**config.mk**
```make
export PLATFORM = sky130hd
export DESIGN_NAME = caller_id_host_flat
export DESIGN_NICKNAME = d
export VERILOG_FILES = /design/src/shared/caller_id_pkg.sv /design/src/shared/caller_id_link_if.sv /design/src/caller_id_host.sv /design/src/flat_wrapper.sv
export SDC_FILE = /design/constraint.sdc
export NUM_CORES = 1
export LEC_CHECK = 0
export BUFFER_PORTS_ARGS = -buffer_cell sky130_fd_sc_hd__buf_2
export CORE_ASPECT_RATIO = 1.5
export CORE_MARGIN = 2
export CORE_UTILIZATION = 30
export CTS_BUF_LIST = sky130_fd_sc_hd__clkbuf_16
export DETAILED_ROUTE_END_ITERATION = 8
export PLACE_DENSITY = 0.63
export SLEW_MARGIN = 0
export SYNTH_ARGS = -nofsm -noshare
export SYNTH_HDL_FRONTEND = slang
export SYNTH_SLANG_ARGS = --single-unit
```
**constraint.sdc**
```tcl
create_clock -name clk -period 1.9 [get_ports clk]
set_input_delay 0.19 -clock clk [delete_from_list [all_inputs] [get_ports clk]]
set_output_delay 0.19 -clock clk [all_outputs]
set_load 0.01 [all_outputs]
```
**src/shared/caller_id_pkg.sv**
```systemverilog
// constants shared by both ends of the caller id serial host link
// assumes a 10 MHz system clock on both ends
package caller_id_pkg;
	localparam int CLK_PERIOD_NS = 100;
	localparam int BAUD_RATE = 1200;
	localparam int BAUD_CYC = 1000000000 / (BAUD_RATE * CLK_PERIOD_NS);
	localparam int TENTH_MS_NS = 100000;
	localparam int TENTH_MS_CYC = TENTH_MS_NS / CLK_PERIOD_NS;
	// detector times in tenths of a millisecond
	localparam int ALERT_ACQ_SLOPE = 28;
	localparam int ALERT_ACQ_OFS = 2;
	localparam int ALERT_ACQ_BASE = 169;
	localparam int ALERT_REL_TOP = 31;
	localparam int ALERT_REL_BASE = 131;
	localparam int PROGRESS_CAPTURE_TIME = 250;
	localparam int PROGRESS_RELEASE_TIME = 300;
	localparam int DET_CNT_W = 11;
	// link frame
	localparam int FRAME_BITS = 8;
	localparam int CHAR_BITS = 8;
	localparam int UART_BITS = 10;
	localparam logic [3:0] ADDR_MODE = 4'h0;
	localparam logic [3:0] ADDR_THR_LOW = 4'h1;
	localparam logic [3:0] ADDR_THR_HIGH = 4'h2;
	localparam int MODE_SYNC_BIT = 0;
	localparam int MODE_PROGRESS_BIT = 1;
	localparam int MODE_UK_BIT = 2;
	localparam logic [3:0] REG_RESET = 4'h0;
	// host side
	localparam int SCLK_HALF_CYC = 8;
	localparam int TMR_W = 14;
	localparam logic [7:0] OFS_CTRL = 8'h00;
	localparam logic [7:0] OFS_CMD = 8'h04;
	localparam logic [7:0] OFS_STATUS = 8'h08;
	localparam logic [7:0] OFS_MASK = 8'h0C;
	localparam logic [7:0] OFS_RXDATA = 8'h10;
	localparam int CTRL_SYNC_BIT = 0;
	localparam int CMD_START_BIT = 8;
	localparam int CMD_BUSY_BIT = 9;
	localparam int STAT_RX_BIT = 0;
	localparam int STAT_WR_BIT = 1;
	localparam int STAT_W = 2;
endpackage

```
**src/shared/caller_id_link_if.sv**
```systemverilog
// serial host link between the receiver and its controller
// assumes both ends run on their own clocks, link pins are plain levels
`timescale 1ns/1ps
interface caller_id_link_if;
	logic mode_pin;
	logic sclk_n;
	logic serial_in_pin;
	logic serial_out_pin;
	logic data_ready_n;
	modport device
	(
		input mode_pin,
		input sclk_n,
		input serial_in_pin,
		output serial_out_pin,
		output data_ready_n
	);
	modport host
	(
		output mode_pin,
		output sclk_n,
		output serial_in_pin,
		input serial_out_pin,
		input data_ready_n
	);
endinterface

```
**src/caller_id_host.sv**
```systemverilog
// controller end: apb register slave that writes receiver control
// registers and reads received characters in sync or async form
// assumes an apb master on clk and a receiver on the link pins
//
// Implementation choices: the APB interface to the registers and the placing of the registers.
`timescale 1ns/1ps
module caller_id_host #(
	parameter int BAUD_CYC = caller_id_pkg::BAUD_CYC
)
(
	input wire logic clk,
	input wire logic rst,
	caller_id_link_if.host link,
	input wire logic psel,
	input wire logic penable,
	input wire logic pwrite,
	input wire logic [7:0] paddr,
	input wire logic [31:0] pwdata,
	output logic [31:0] prdata,
	output logic pready,
	output logic pslverr,
	output logic irq
);
	typedef enum {ST_IDLE, ST_WR_RST, ST_WR_GAP, ST_WR_LO, ST_WR_HI, ST_RD_LO,
		ST_RD_HI, ST_RX_START, ST_RX_BITS, ST_RX_STOP, ST_WAIT} state_e;
	localparam int HALF = caller_id_pkg::SCLK_HALF_CYC;
	localparam int TW = caller_id_pkg::TMR_W;

	// ==========================================================
	// apb registers
	logic sync_q;
	logic wr_req_q;
	logic [7:0] wr_frame_q;
	logic [1:0] status_q;
	logic [1:0] mask_q;
	logic [7:0] rx_data_q;
	logic rx_done;
	logic wr_done;
	logic take_wr;
	state_e state_q;
	logic setup;
	logic wr_acc;
	logic unmapped;
	assign setup = psel & ~penable;
	assign wr_acc = psel & penable & pwrite;
	assign unmapped = !(paddr inside {caller_id_pkg::OFS_CTRL, caller_id_pkg::OFS_CMD,
		caller_id_pkg::OFS_STATUS, caller_id_pkg::OFS_MASK, caller_id_pkg::OFS_RXDATA});
	assign pready = 1'b1;
	assign pslverr = psel & penable & unmapped;
	always_ff @(posedge clk)
	begin
		if (rst)
			prdata <= 32'h00000000;
		else if (setup)
			case (paddr)
				caller_id_pkg::OFS_CTRL: prdata <= {31'h0, sync_q};
				caller_id_pkg::OFS_CMD: prdata <= {22'h0, wr_req_q | (state_q != ST_IDLE),
					wr_req_q, wr_frame_q};
				caller_id_pkg::OFS_STATUS: prdata <= {30'h0, status_q};
				caller_id_pkg::OFS_MASK: prdata <= {30'h0, mask_q};
				caller_id_pkg::OFS_RXDATA: prdata <= {24'h0, rx_data_q};
				default: prdata <= 32'h00000000;
			endcase
	end
	always_ff @(posedge clk)
	begin
		if (rst)
		begin
			sync_q <= 1'b0;
			mask_q <= 2'h0;
		end
		else if (wr_acc && paddr == caller_id_pkg::OFS_CTRL)
			sync_q <= pwdata[caller_id_pkg::CTRL_SYNC_BIT];
		else if (wr_acc && paddr == caller_id_pkg::OFS_MASK)
			mask_q <= pwdata[1:0];
	end
	always_ff @(posedge clk)
	begin
		if (rst)
		begin
			wr_req_q <= 1'b0;
			wr_frame_q <= 8'h00;
		end
		else if (wr_acc && paddr == caller_id_pkg::OFS_CMD && !wr_req_q
			&& pwdata[caller_id_pkg::CMD_START_BIT])
		begin
			wr_req_q <= 1'b1;
			wr_frame_q <= pwdata[7:0];
		end
		else if (take_wr)
			wr_req_q <= 1'b0;
	end
	// set wins over write-one-to-clear
	always_ff @(posedge clk)
	begin
		if (rst)
			status_q <= 2'h0;
		else
			status_q <= (status_q & ~((wr_acc && paddr == caller_id_pkg::OFS_STATUS)
				? pwdata[1:0] : 2'h0)) | {wr_done, rx_done};
	end
	assign irq = |(status_q & mask_q);

	// ==========================================================
	// link side
	logic [1:0] so_s_q;
	logic so_old_q;
	logic [1:0] rdy_s_q;
	always_ff @(posedge clk)
	begin
		if (rst)
		begin
			so_s_q <= 2'h3;
			so_old_q <= 1'b1;
			rdy_s_q <= 2'h3;
		end
		else
		begin
			so_s_q <= {so_s_q[0], link.serial_out_pin};
			so_old_q <= so_s_q[1];
			rdy_s_q <= {rdy_s_q[0], link.data_ready_n};
		end
	end
	logic [TW-1:0] tmr_q;
	logic [3:0] idx_q;
	logic [7:0] rx_sh_q;
	logic mode_q;
	logic sclk_q;
	logic sin_q;
	logic expired;
	assign expired = tmr_q == '0;
	assign take_wr = state_q == ST_IDLE && wr_req_q;
	assign rx_done = (state_q == ST_RD_HI && expired && idx_q == 4'h7)
		|| (state_q == ST_RX_STOP && expired);
	assign wr_done = state_q == ST_WR_HI && expired && idx_q == 4'h7;
	always_ff @(posedge clk)
	begin
		if (rst)
		begin
			state_q <= ST_IDLE;
			tmr_q <= '0;
			idx_q <= 4'h0;
			rx_sh_q <= 8'h00;
			rx_data_q <= 8'h00;
			mode_q <= 1'b0;
			sclk_q <= 1'b1;
			sin_q <= 1'b0;
		end
		else if (!expired)
			tmr_q <= tmr_q - TW'(1);
		else
			case (state_q)
				ST_IDLE:
				begin
					idx_q <= 4'h0;
					if (wr_req_q)
					begin
						mode_q <= 1'b0;
						tmr_q <= TW'(HALF - 1);
						state_q <= ST_WR_RST;
					end
					else if (sync_q && !rdy_s_q[1])
					begin
						sclk_q <= 1'b0;
						tmr_q <= TW'(HALF - 1);
						state_q <= ST_RD_LO;
					end
					else if (!sync_q && so_old_q && !so_s_q[1])
					begin
						tmr_q <= TW'(BAUD_CYC / 2 - 1);
						state_q <= ST_RX_START;
					end
				end
				ST_WR_RST:
				begin
					mode_q <= 1'b1;
					tmr_q <= TW'(HALF - 1);
					state_q <= ST_WR_GAP;
				end
				ST_WR_GAP, ST_WR_HI:
				begin
					if (state_q == ST_WR_HI && idx_q == 4'h7)
					begin
						mode_q <= 1'b0;
						tmr_q <= TW'(2 * HALF - 1);
						state_q <= ST_WAIT;
					end
					else
					begin
						if (state_q == ST_WR_HI)
							idx_q <= idx_q + 4'h1;
						sin_q <= wr_frame_q[state_q == ST_WR_HI ? idx_q[2:0] + 3'h1 : 3'h0];
						sclk_q <= 1'b0;
						tmr_q <= TW'(HALF - 1);
						state_q <= ST_WR_LO;
					end
				end
				ST_WR_LO:
				begin
					sclk_q <= 1'b1;
					tmr_q <= TW'(HALF - 1);
					state_q <= ST_WR_HI;
				end
				ST_RD_LO:
				begin
					sclk_q <= 1'b1;
					rx_sh_q <= {so_s_q[1], rx_sh_q[7:1]};
					tmr_q <= TW'(HALF - 1);
					state_q <= ST_RD_HI;
				end
				ST_RD_HI:
				begin
					if (idx_q == 4'h7)
					begin
						rx_data_q <= rx_sh_q;
						tmr_q <= TW'(2 * HALF - 1);
						state_q <= ST_WAIT;
					end
					else
					begin
						idx_q <= idx_q + 4'h1;
						sclk_q <= 1'b0;
						tmr_q <= TW'(HALF - 1);
						state_q <= ST_RD_LO;
					end
				end
				ST_RX_START:
				begin
					tmr_q <= TW'(BAUD_CYC - 1);
					state_q <= so_s_q[1] ? ST_IDLE : ST_RX_BITS;
				end
				ST_RX_BITS:
				begin
					rx_sh_q <= {so_s_q[1], rx_sh_q[7:1]};
					tmr_q <= TW'(BAUD_CYC - 1);
					idx_q <= idx_q + 4'h1;
					if (idx_q == 4'h7)
						state_q <= ST_RX_STOP;
				end
				ST_RX_STOP:
				begin
					rx_data_q <= rx_sh_q;
					state_q <= ST_IDLE;
				end
				ST_WAIT:
					state_q <= ST_IDLE;
				default:
					state_q <= ST_IDLE;
			endcase
	end
	assign link.mode_pin = mode_q;
	assign link.sclk_n = sclk_q;
	assign link.serial_in_pin = sin_q;
endmodule

```
**src/flat_wrapper.sv**
```systemverilog
// flat-port wrapper written by rule: the top's interface ports become plain ports
module caller_id_host_flat 
#(
	parameter int BAUD_CYC = caller_id_pkg::BAUD_CYC
)
  (clk, rst, psel, penable, pwrite, paddr, pwdata, prdata, pready, pslverr, irq, link_mode_pin, link_sclk_n, link_serial_in_pin, link_serial_out_pin, link_data_ready_n);
  caller_id_link_if link_i ();
  input wire logic clk;
  input wire logic rst;
  input wire logic psel;
  input wire logic penable;
  input wire logic pwrite;
  input wire logic [7:0] paddr;
  input wire logic [31:0] pwdata;
  output logic [31:0] prdata;
  output logic pready;
  output logic pslverr;
  output logic irq;
  output wire logic [$bits(link_i.mode_pin)-1:0] link_mode_pin;
  output wire logic [$bits(link_i.sclk_n)-1:0] link_sclk_n;
  output wire logic [$bits(link_i.serial_in_pin)-1:0] link_serial_in_pin;
  input wire logic [$bits(link_i.serial_out_pin)-1:0] link_serial_out_pin;
  input wire logic [$bits(link_i.data_ready_n)-1:0] link_data_ready_n;
  assign link_mode_pin = link_i.mode_pin;
  assign link_sclk_n = link_i.sclk_n;
  assign link_serial_in_pin = link_i.serial_in_pin;
  assign link_i.serial_out_pin = link_serial_out_pin;
  assign link_i.data_ready_n = link_data_ready_n;
  caller_id_host #(.BAUD_CYC(BAUD_CYC)) u_core (.clk(clk), .rst(rst), .link(link_i), .psel(psel), .penable(penable), .pwrite(pwrite), .paddr(paddr), .pwdata(pwdata), .prdata(prdata), .pready(pready), .pslverr(pslverr), .irq(irq));
endmodule
```
======== Yosys cells after proc, flatten, opt, wreduce, memory -nomap -nowiden ========
Cells that the tools add are included.
storage, ports and cells
  input port bits ......................... 47
  output and inout port bits .............. 38
  register bits ........................... 120
  logic and storage cells ................. 146
operators by class
  bitwise logic cells ..................... 12
  reduce and logical (&&, ||, !) cells .... 48
  magnitude comparators ................... 1
  muxes and demuxes ....................... 36
  $add $sub $neg .......................... 3
  equal/unequal tests ..................... 29
operator list
  operator                                                              number
  32-bit one-hot mux with 8 select lines                                1
  32-bit by 3-bit == test with 1-bit output, second input constant      4
  32-bit by 4-bit == test with 1-bit output, second input constant      4
  32-bit two-way mux                                                    4
  14-bit one-hot mux with 5 select lines                                1
  32-bit by 2-bit == test with 1-bit output, second input constant      2
  32-bit zero test                                                      2
  14-bit two-way mux                                                    4
  10-bit one-hot mux with 5 select lines                                1
  32-bit by 1-bit == test with 1-bit output, second input constant      1
  32-bit by 5-bit == test with 1-bit output, second input constant      1
  4-bit two-way mux                                                     8
  32-bit nonzero test                                                   1
  8-bit by 4-bit == test with 1-bit output, second input constant       2
  1-bit logical AND                                                     16
  4-bit one-hot mux with 4 select lines                                 1
  8-bit one-hot mux with 2 select lines                                 1
  14-bit zero test                                                      1
  14-bit by 1-bit subtractor with 14-bit output, second input constant  1
  2-bit by 1-bit != test with 1-bit output, second input constant       6
  2-bit OR reduction                                                    5
  1-bit two-way mux                                                     9
  3-bit AND reduction                                                   3
  8-bit by 3-bit == test with 1-bit output, second input constant       1
  other kinds (33)                                                      49

======== Logic depth before layout (Yosys ltp) ========
Gate-level depths: netlist of run 1.
  word-level depth ........................ 8
  mapped depth ............................ 8
  depth with buffers taken out ............ 7

======== Worst setup path after synthesis of run 1 ========
OpenSTA, ideal clock, no wires.
  path type ............................... register to register
  start ................................... register u_core.idx_q[0]
  end ..................................... register u_core.sin_q, in the netlist u_core.link.serial_in_pin
  setup slack ............................. -0.077 ns
  buffers on the path ..................... 1
  required time ........................... 1.768 ns
  setup time .............................. 0.132 ns
  stages on the path, launching flop included .. 7
  period minus slack after synthesis ...... 1.977 ns
  arrival time ............................ 1.845 ns
  path through ............................ dfxtp_1 ha_1 clkbuf_1 xnor2_1 mux4_2 o311ai_1 a21oi_1
on the way
  cells in the longest elaborated chain, start to end .. 4
  elaborated cells between the ends (all ways) .. 8
  classes of those cells .................. 1 x add/sub; 1 x eq/ne; 3 x mux; 1 x bitwise; 2 x reduce/logical
RTL lines
  element                                                                                             line                                          source
  start, declared                                                                                     caller_id_host.sv:125                         logic [3:0] idx_q;
  start signal, assigned                                                                              caller_id_host.sv:191                         idx_q <= idx_q + 4'h1;
  start signal, assigned                                                                              caller_id_host.sv:221                         idx_q <= idx_q + 4'h1;
  start signal, assigned                                                                              caller_id_host.sv:236                         idx_q <= idx_q + 4'h1;
  3-bit by 1-bit adder with 3-bit output or 4-bit by 3-bit == test with 1-bit output (tied branches)  caller_id_host.sv:192, caller_id_host.sv:182
  3-bit two-way mux or 1-bit logical AND (tied branches)                                              caller_id_host.sv:192, caller_id_host.sv:182
  1-bit binary-select mux with 3-bit select or 1-bit inverter (tied branches)                         --
  1-bit two-way mux or 3-bit AND reduction (tied branches)                                            --
  end signal, assigned                                                                                caller_id_host.sv:192                         sin_q <= wr_frame_q[state_q == ST_WR_HI ? idx_q[2:0] + 3'h1 : 3'h0];
  end, declared                                                                                       caller_id_host.sv:129                         logic sin_q;
Several ways; a longest one is shown, not always the timed one. The select of a mux whose other input is x is not followed.
A chain may end at the register's enable or synchronous reset.

======== Worst setup path after layout of run 1 ========
  start ................................... register u_core.tmr_q[0]
  end ..................................... register u_core.idx_q[0]
on the way
  cells in the longest elaborated chain, start to end .. 2
RTL lines
  element                               line                   source
  start, declared                       caller_id_host.sv:124  logic [TW-1:0] tmr_q;
  start signal, assigned                caller_id_host.sv:150  tmr_q <= tmr_q - TW'(1);
  start signal, assigned                caller_id_host.sv:159  tmr_q <= TW'(HALF - 1);
  start signal, assigned                caller_id_host.sv:165  tmr_q <= TW'(HALF - 1);
  14-bit zero test                      caller_id_host.sv:131  assign expired = tmr_q == '0;
  5-bit AND reduction (no source line)  --
No other way between the ends.

==> run summary, run 1 <==
Outcome: finished, violations left
Failing checks: negative setup slack
Synth area leaders: dfxtp_1 (39%), mux2i_1 (8.5%), buf_4 (5.0%)
Crit end category: register
Max Cap Violations: 0
Post-Route WL: 9350 um
DR vias: 3273
Core Area: 11900 um^2
# H-tree levels: 3
Worst Setup Path Type: register to register
Routed vias/inst: 5.04
Post-synthesis cell count: 430
WP data arrival: 2.17 ns
Reg2reg end: u_core.idx_q[0]
Reg clk slew, reported paths: 0.06 ns
Crit path launch: u_core.tmr_q[0]
Clock Latency Late Sink: 0.34 ns
Combinational power share: 0.372
DRC: 0
Final min period: 1.91 ns
Area Overhead vs Synth: 26.1%
Ports: 85
P_leak: 0.00190 uW
Final period util: 1.01
VDD IR-drop max: 0.000623 V
Final WS setup: -0.0115 ns
Peak Freq: 0.523 GHz
Count leader, synth: dfxtp_1
Post-route ant nets: 0
Fin. Hold Viols: 0
Tot GR Track Use: 0.147
Main flop type after synthesis: dfxtp_1
Starting DRT DRC Count: 229
Placed cells: 631
Skew final: 0.00911 ns
Initial antenna violation count: 0
Netlist Area Pre-Place: 3640 um^2
Share of layout cells above drive strength 1: 0.264
Layout Cells excl Fill: 649
IO buf count: 38
# diodes: 0
Vias in the first global route: 3214
Final setup fails: 1
Row cnt: 49
Critical path destination: u_core.idx_q[0]
Reg2Reg Setup Slack: -0.01 ns
Pre-antenna DRT Iters: 4
Clock tree buffer depth: 2
Grt total ovfl: 0
Sequential group share of total power: 0.321
RSZ-0062 raised after global routing: true
Clk pwr share: 0.307
Internal power: 3640 uW
Synth top cells by count: dfxtp_1 (70), nor2_1 (48), nand2_1 (32), mux2i_1 (31), a21oi_1 (29)
Average wire per standard cell: 14.4 um
Post-DP HPWL: 7090 um
Critical Path Source Type: register
CTS sink count: 70
Placer Congestion: 0.907
TritonCTS clock tree: yes
Cell Area, Placed: 4150 um^2
Final net count: 541
Tightest Hold Check Type: input port to register
Post-synthesis cell type count: 68
Post-Syn Area per Cell: 8.46 um^2
Yosys warns: 0
Synth top area share: 0.385
Power per cell area: 1210 nW/um^2
Largest net degree at the start of global routing: 31
Top cell type by total area after synthesis: dfxtp_1
Full die area: 13000 um^2
Clock root cell: clkbuf_16
Worst reg2reg path startpoint: u_core.tmr_q[0]
Net Switching: 1910 uW
Switching Fraction: 0.345
Finished Cell Area: 4590 um^2
CP required: 2.16 ns
Sequential share of the synthesized area: 0.385
Post-synth EDFFs: 0
Filler Cell Count: 1208
Register area: 1400 um^2
R2R cell count: 8
Die X: 93.9 um
Starting Density: 0.306
Die height: 139 um
Hold buffer count at cts: 0
Worst-path maximum fanout: 4
Flop and latch count out of synthesis: 70
Multi-input logic area: 2100 um^2
Slew Viols, Final: 0
Asr flop ratio synth: 0
First-pass GRT wire length: 15200 um
Cts bufs inserted: 9
==> worst min-delay path by stage <==
stage	startpoint	end	slack [ns]	cells after the start
floorplan	link_data_ready_n	u_core.rdy_s_q[0]	0.29	1
global placement	link_serial_out_pin	u_core.so_s_q[0]	0.38	2
detailed placement	link_serial_out_pin	u_core.so_s_q[0]	0.38	2
CTS	link_serial_out_pin	u_core.so_s_q[0]	0.03	2
global route	link_data_ready_n	u_core.rdy_s_q[0]	0.04	2
finish	link_serial_out_pin	u_core.so_s_q[0]	0.03	2
==> cell type report <==
type,count,share of cell area
flip-flops and latches,70,0.306
multi-input cells,318,0.457
clock inverters,7,0.0175
clock buffers,9,0.0491
well taps,153,0.0417
inverters,12,0.00982
repair buffers,80,0.119
==> state kept, by name, indices dropped and copies added (netlist names), 2 cells and up <==
register / flops
u_core.idx_q: 4
u_core.prdata: 10
u_core.state_q: 4
u_core.status_q: 2
u_core.mask_q: 2
u_core.rdy_s_q: 2
u_core.rx_sh_q: 8
u_core.tmr_q: 14
u_core.rx_data_q: 8
u_core.so_s_q: 2
u_core.wr_frame_q: 8
==> metal layers <==
metal / GRT usage / wire length (um) / up-vias
met5: 0 / 0 / -
met4: 0.0847 / 301 / 0
met3: 0.0288 / 329 / 19
met2: 0.264 / 5170 / 78
met1: 0.157 / 3550 / 1567
li1: - / - / 1609
==> repair_timing <==
item,4_1_cts,5_1_grt
pin swaps,5,6
resized for setup,10,18
setup buffers,1,2
setup endpoints to repair,24,29
==> through the flow <==
| stage | setup WS (ns) | util | TNS (ns) | total power [uW] | hold WS [ns] |
|---|---|---|---|---|---|
| after floorplan | 0.00762 | - | 0 | 2960 | 0.294 |
| after global placement | -0.0676 | 0.349 | -0.603 | 3550 | 0.376 |
| after detailed placement | -0.0911 | 0.349 | -0.838 | 3600 | 0.377 |
| after CTS | -0.0593 | 0.378 | -0.428 | 5400 | 0.0263 |
| after global routing | -0.105 | 0.386 | -1.19 | 5900 | 0.0353 |
| final | -0.0115 | 0.386 | -0.0115 | 5560 | 0.0348 |
==> worst max-delay path, cell delays in order (launching register included) <==
cell and delay, ns:
dfxtp_2 0.32, inv_2 0.07, ha_4 0.13, nor4b_4 0.17
buf_4 0.17, nand4_4 0.12, or3_4 0.41, or3_1 0.31
a21oi_1 0.13
==> power groups by stage <==
stage                     registers (uW)  clock network, uW  logic, uW
after floorplan                     1790                  0       1170
after global placement              1790                  0       1760
after detailed placement            1800                  0       1810
after CTS                           1770               1730       1890
after global routing                1800               1810       2280
final                               1780               1700       2070
==> layout by cell type (no fill, tap or decap), types with 3 or more instances in the layout <==
cell type  netlist  layout
inv_1           11       9
o21ai_1         13      13
nand3_1         11      11
dfxtp_1         70      68
nor3_2           0       3
nand2_1         32      32
buf_4           24      37
nand4b_1         3       3
or3_1            7       6
o21ai_0          8       8
mux2i_1         31      30
nand2b_1         6       6
o22ai_1          3       3
inv_6            0       3
nor2_1          48      48
conb_1           2      23
buf_2            1      38
a31oi_1          4       4
or2_2            6       6
a21oi_1         29      27
clkbuf_16        0       9
inv_2            1       3
nor2b_1          7       7
o31ai_1          3       3
a22oi_1          6       6
nor3_1          12       9
==> cell families after synthesis <==
family | Yosys count | synth area share
xor gates and xnor gates | 5 | 0.0120
buffers and inverters | 63 | 0.0901
AOI/OAI and AO/OA | 91 | 0.160
DFF | 70 | 0.385
other | 2 | 0.00206
adders and majority gates | 3 | 0.0103
and+or+nand+nor | 164 | 0.249
muxes | 32 | 0.0915
(Power assumes the default switching activity.)
==> run 2: changes to the inputs <==
- GPL_TIMING_DRIVEN: default -> 0
- SLEW_MARGIN: 0 -> 15
==> run summary, run 2 (synthesis results as in run 1) <==
Worst Hold Path EP: u_core.rdy_s_q[0]
Vias in the first global route: 3165 (-1.5%)
Full die area: 13000 um^2 (unchanged)
Grt total ovfl: 0 (unchanged)
Final net count: 561 (+3.7%)
Outcome: finished, violations left
Most flop-heavy register: u_core.tmr_q
Clock root cell: clkbuf_16
P_leak: 0.00196 uW (+3.1%)
Post-route ant nets: 0 (unchanged)
Sequential group share of total power: 0.320 (about the same)
Hold buffer count at cts: 0 (unchanged)
Tot GR Track Use: 0.154 (+0.00672)
Ports: 85 (unchanged)
Clock tree buffer depth: 2 (unchanged)
WP data arrival: 2.17 ns (about the same)
VDD IR-drop max: 0.000573 V (-8.0%)
Starting DRT DRC Count: 316 (+38%)
Die height: 139 um (unchanged)
Setup_tns: -0.00878 ns (+0.00268 ns)
Switching Fraction: 0.346 (+0.00114)
Worst Max-Slew Pin Slew: 0.650 ns
Final WS setup: -0.00878 ns (+0.00268 ns)
Placer Congestion: 0.891 (-1.7%)
Share of layout cells above drive strength 1: 0.275 (+0.0111)
Post-DP HPWL: 7280 um (+2.7%)
Combinational power share: 0.367 (-0.005)
Die X: 93.9 um (unchanged)
Core Area: 11900 um^2 (unchanged)
IO buf count: 36 (-5.3%)
Critical Path Max Stage Delay: 0.39 ns (-0.02 ns)
Clk pwr share: 0.313 (+0.006)
Worst Hold Launch: link_data_ready_n
Clock Latency Late Sink: 0.34 ns (about the same)
Max Cap Violations: 0 (unchanged)
Peak Freq: 0.524 GHz (+0.14%)
Reg2Reg Setup Slack: -0.009 ns (about the same)
Power per cell area: 1210 nW/um^2 (-0.47%)
Pre-antenna DRT Iters: 5 (+1)
TritonCTS clock tree: yes
Leading cell type in the layout, fill and taps excluded: dfxtp_1
CP required: 2.16 ns (about the same)
Tightest Hold Check Type: input port to register
Final min period: 1.91 ns (-0.00268 ns)
Fin. Hold Viols: 0 (unchanged)
CTS sink count: 70 (unchanged)
Routed vias/inst: 5.04 (about the same)
First-pass GRT wire length: 15800 um (+3.7%)
DR vias: 3371 (+3.0%)
Internal power: 3730 uW (+2.3%)
Setup WS pre-CTS: -0.486 ns (-0.395 ns)
Crit end category: register
Hold Path Cell Cnt: 2 (unchanged)
RSZ-0062 raised after global routing: true
Max FFs per register: 14 (unchanged)
Row cnt: 49 (unchanged)
Final setup fails: 1 (unchanged)
Post-Route WL: 10000 um (+7.4%)
Cts bufs inserted: 9 (unchanged)
Area Overhead vs Synth: 29.8%
Worst rel slew slack: 0.563
Reg2reg end: u_core.idx_q[0]
Critical Path Source Type: register
Top flop regs: u_core.tmr_q: 14 flops, u_core.prdata: 10 flops
Failing checks: negative setup slack
DRC: 0 (unchanged)
Worst-path maximum fanout: 4 (unchanged)
# H-tree levels: 3 (unchanged)
Worst Setup Path Type: register to register
Worst reg2reg path startpoint: u_core.tmr_q[1]
Final period util: 1.00 (-0.00141)
Average wire per standard cell: 15.0 um (+4.2%)
Net Switching: 1970 uW (+2.8%)
Crit-path cells: inv_2, ha_4, nor4b_4, buf_4, nand4_4, or3_4, or3_1, a21oi_1
Final Total Pwr: 5690 uW (+2.5%)
Most frequent cells in the layout: dfxtp_1 (66), nor2_1 (45), buf_2 (37), buf_4 (37), nand2_1 (32)
R2R cell count: 8 (unchanged)
Slew Viols, Final: 0 (unchanged)
CP max-delay cell: or3_4
Initial antenna violation count: 0 (unchanged)
# diodes: 0 (unchanged)
Starting Density: 0.306 (unchanged)
Largest net degree at the start of global routing: 13 (-58%)
Skew final: 0.00725 ns (-0.00186 ns)
Reg clk slew, reported paths: 0.06 ns (about the same)
run 2: worst max-delay path, delay by kind of cell (launching register included):
kind	cells	cell delay, ns
and+or+nand+nor	4	1.02
DFF	1	0.32
buffers and inverters	2	0.27
adders and majority gates	1	0.12
AOI/OAI and AO/OA	1	0.12
run 2: what timing repair did:
action / 4_1_cts / 5_1_grt
setup buffers: 16 / 0
pin swaps: 8 / 4
resized for setup: 26 / 25
setup endpoints to repair: 39 / 34
run 2: layout make-up:
cell class,instances,area (um^2)
Clock inverter,7,88.8
Tap cell,153,191
Timing Repair Buffer,52,320
Multi-Input combinational cell,318,2130
Sequential cell,70,1410
Clock buffer,9,225
Buffer,48,312
Fill cell,1203,7170
Inverter,12,45.0
run 2: how the worst max path moves through the flow:
stage	from	to	slack (ns)	depth (start not counted)
2_1_floorplan	u_core.idx_q[0]	u_core.idx_q[0]	0.008	7
3_3_place_gp	u_core.tmr_q[0]	u_core.link.serial_in_pin	-0.46	8
3_5_place_dp	u_core.tmr_q[0]	u_core.link.serial_in_pin	-0.49	8
4_1_cts	u_core.tmr_q[1]	u_core.link.serial_in_pin	-0.04	9
5_1_grt	u_core.tmr_q[1]	u_core.idx_q[1]	-0.08	9
6_report	u_core.tmr_q[1]	u_core.idx_q[0]	-0.009	8
run 2: power by group through the flow:
stage	Sequential, uW	Combinational (uW)	Clock (uW)
6_report	1820	2090	1780
5_1_grt	1850	2260	1870
4_1_cts	1800	1960	1800
3_5_place_dp	1820	1500	0
3_3_place_gp	1810	1480	0
2_1_floorplan	1790	1170	0
run 2: per-stage QoR:
stage	hold slack [ns]	util	cells	cell area, um^2
2_1_floorplan	0.294	-	451	3730
3_3_place_gp	0.380	0.345	640	4100
3_5_place_dp	0.379	0.345	640	4100
4_1_cts	0.0302	0.391	671	4650
5_1_grt	0.0321	0.397	669	4720
6_report	0.0392	0.397	669	4720
run 2: metal layers:
metal / global-route usage / wire (um) / up-vias
li1: - / - / 1658
met1: 0.166 / 3810 / 1561
met2: 0.273 / 5320 / 123
met3: 0.0348 / 525 / 29
met4: 0.0847 / 384 / 0
met5: 0 / 0 / -
==> run 3: changes to the inputs <==
- clock period: 1.9 -> 1.6 ns (I/O delays scaled with it)
==> run summary, run 3 (synthesis results as in run 1) <==
Peak Freq: 0.501 GHz (-4.5%)
Ports: 85 (unchanged)
Internal power: 4870 uW (+31%)
Share of layout cells above drive strength 1: 0.362 (+0.0867)
CP required: 1.87 ns (-0.29 ns)
Most frequent cells in the layout: dfxtp_1 (63), buf_4 (42), nor2_1 (40)
Vias in the first global route: 3382 (+6.9%)
Switching Fraction: 0.343 (-0.00273)
Final core occ: 0.429 (+0.0320)
Crit-path cells: inv_2, ha_4, nor4b_4, buf_4, nand4_4, buf_6, or3_1, o31a_1, a21oi_2
Leading cell type in the layout, fill and taps excluded: dfxtp_1
Starting DRT DRC Count: 246 (-22%)
Post-Route WL: 10500 um (+4.9%)
Core Area: 11900 um^2 (unchanged)
Outcome: finished, violations left
CP max-delay cell: or3_1
Crit end category: register
DRC: 0 (unchanged)
Sequential group share of total power: 0.296 (-0.024)
Pre-antenna DRT Iters: 5 (unchanged)
Final period util: 1.25 (+0.244)
Power per cell area: 1450 nW/um^2 (+21%)
Reg clk slew, reported paths: 0.06 ns (about the same)
RSZ-0062 raised after global routing: true
IO buf count: 36 (unchanged)
Row cnt: 49 (unchanged)
VDD IR-drop max: 0.000773 V (+35%)
Skew final: 0.00877 ns (+0.00152 ns)
Failing checks: negative setup slack
Die X: 93.9 um (unchanged)
Critical Path Source Type: register
Worst-path maximum fanout: 3 (-1)
DR vias: 3433 (+1.8%)
Average wire per standard cell: 15.5 um (+3.5%)
TritonCTS clock tree: yes
Final net count: 570 (+1.6%)
Starting Density: 0.306 (unchanged)
Clock Latency Late Sink: 0.34 ns (about the same)
Clock tree buffer depth: 2 (unchanged)
Max Cap Violations: 0 (unchanged)
Initial antenna violation count: 0 (unchanged)
Final Total Pwr: 7410 uW (+30%)
Slew Viols, Final: 0 (unchanged)
Area Overhead vs Synth: 40.3%
Fin. Hold Viols: 0 (unchanged)
Most flop-heavy register: u_core.tmr_q
Worst Max-Slew Pin Slew: 0.727 ns (+0.0776 ns)
Placer Congestion: 0.959 (+7.6%)
Routed vias/inst: 5.06 (+0.49%)
Final WS setup: -0.398 ns (-0.389 ns)
Clock root cell: clkbuf_16
WP buf/inv: 3 (+1)
Stages on worst setup path: 9 (+1)
Net Switching: 2540 uW (+29%)
# H-tree levels: 3 (unchanged)
Worst rel slew slack: 0.515 (-0.0477)
Tot GR Track Use: 0.165 (+0.0107)
Grt total ovfl: 0 (unchanged)
Cell family with most CP delay: simple AND/OR/NAND/NOR gates
Tightest Hold Check Type: input port to register
Clk pwr share: 0.283 (-0.030)
Full die area: 13000 um^2 (unchanged)
# diodes: 0 (unchanged)
Hold Path Cell Cnt: 2 (unchanged)
Post-route ant nets: 0 (unchanged)
Final setup fails: 41 (+40)
Max FFs per register: 14 (unchanged)
Worst Setup Path Type: register to register
CTS sink count: 70 (unchanged)
R2R cell count: 9 (+1)
Combinational power share: 0.422 (+0.055)
First-pass GRT wire length: 16900 um (+6.9%)
Critical Path Max Stage Delay: 0.36 ns (-0.03 ns)
Die height: 139 um (unchanged)
Post-DP HPWL: 7320 um (+0.62%)
Top flop regs: u_core.tmr_q: 14 flops, u_core.prdata: 10 flops
Final min period: 2.00 ns (+0.0890 ns)
Cts bufs inserted: 9 (unchanged)
Largest net degree at the start of global routing: 13 (unchanged)
P_leak: 0.00210 uW (+6.8%)
WP data arrival: 2.27 ns (+0.10 ns)
[run 3: cell count changes in the layout (fill, tap and decap cells not counted), sizes merged]
cell / change
buf: +11
dlygate4sd3: +1
clkbuf: -3
[run 3: worst paths after layout]
| path | from | endpoint | slack [ns] |
|---|---|---|---|
| worst max register to register | u_core.tmr_q[1] | u_core.idx_q[3] | -0.40 |
| worst min-delay path | link_data_ready_n | u_core.rdy_s_q[0] | 0.01 |
| worst min register to register | u_core.rdy_s_q[0] | u_core.rdy_s_q[1] | 0.41 |
| worst max-delay path | u_core.tmr_q[1] | u_core.idx_q[3] | -0.40 |
[run 3: area by class of cell]
type,instances,area [um^2]
Buffer,44,337
Clock buffer,9,225
Clock inverter,7,88.8
Fill cell,1147,6790
Inverter,12,45.0
Multi-Input combinational cell,318,2340
Sequential cell,70,1420
Tap cell,153,191
Timing Repair Buffer,65,465
[run 3: repair_timing]
item / 4_1_cts / 5_1_grt
buffers inserted: 20 / 10
gates resized for setup: 74 / 19
hold buffers: 1 / 0
pin swaps: 22 / 13
endpoints found under the setup margin: 49 / 57
cloned: 1 / 0
endpoints found under the hold margin: 1 / 0
[run 3: routing by layer]
metal | share of wire | track usage | vias to the layer above
met1 | 0.38 | 0.175 | 1584
met3 | 0.051 | 0.0408 | 36
li1 | - | - | 1669
met5 | 0 | 0 | -
met2 | 0.52 | 0.289 | 144
met4 | 0.050 | 0.0961 | 0
[run 3: metrics by stage]
step                setup TNS [ns]  worst slack, ns  instance area, um^2  hold WS [ns]  cells
finish                       -8.34           -0.398                 5100        0.0144    678
global route                -11.06           -0.459                 5100        0.0116    678
CTS                          -8.10           -0.360                 5000       0.00622    674
detailed placement          -20.86           -0.568                 4160         0.347    640
global placement            -20.01           -0.575                 4160         0.349    640
floorplan                    -3.86           -0.247                 3790         0.264    451
[run 3: power by group through the flow]
| stage | clock network (uW) | logic, uW | registers, uW |
|---|---|---|---|
| final | 2100 | 3130 | 2190 |
| after global routing | 2220 | 3350 | 2220 |
| after CTS | 2130 | 2780 | 2170 |
| after detailed placement | 0 | 1820 | 2170 |
| after global placement | 0 | 1800 | 2160 |
| after floorplan | 0 | 1430 | 2130 |
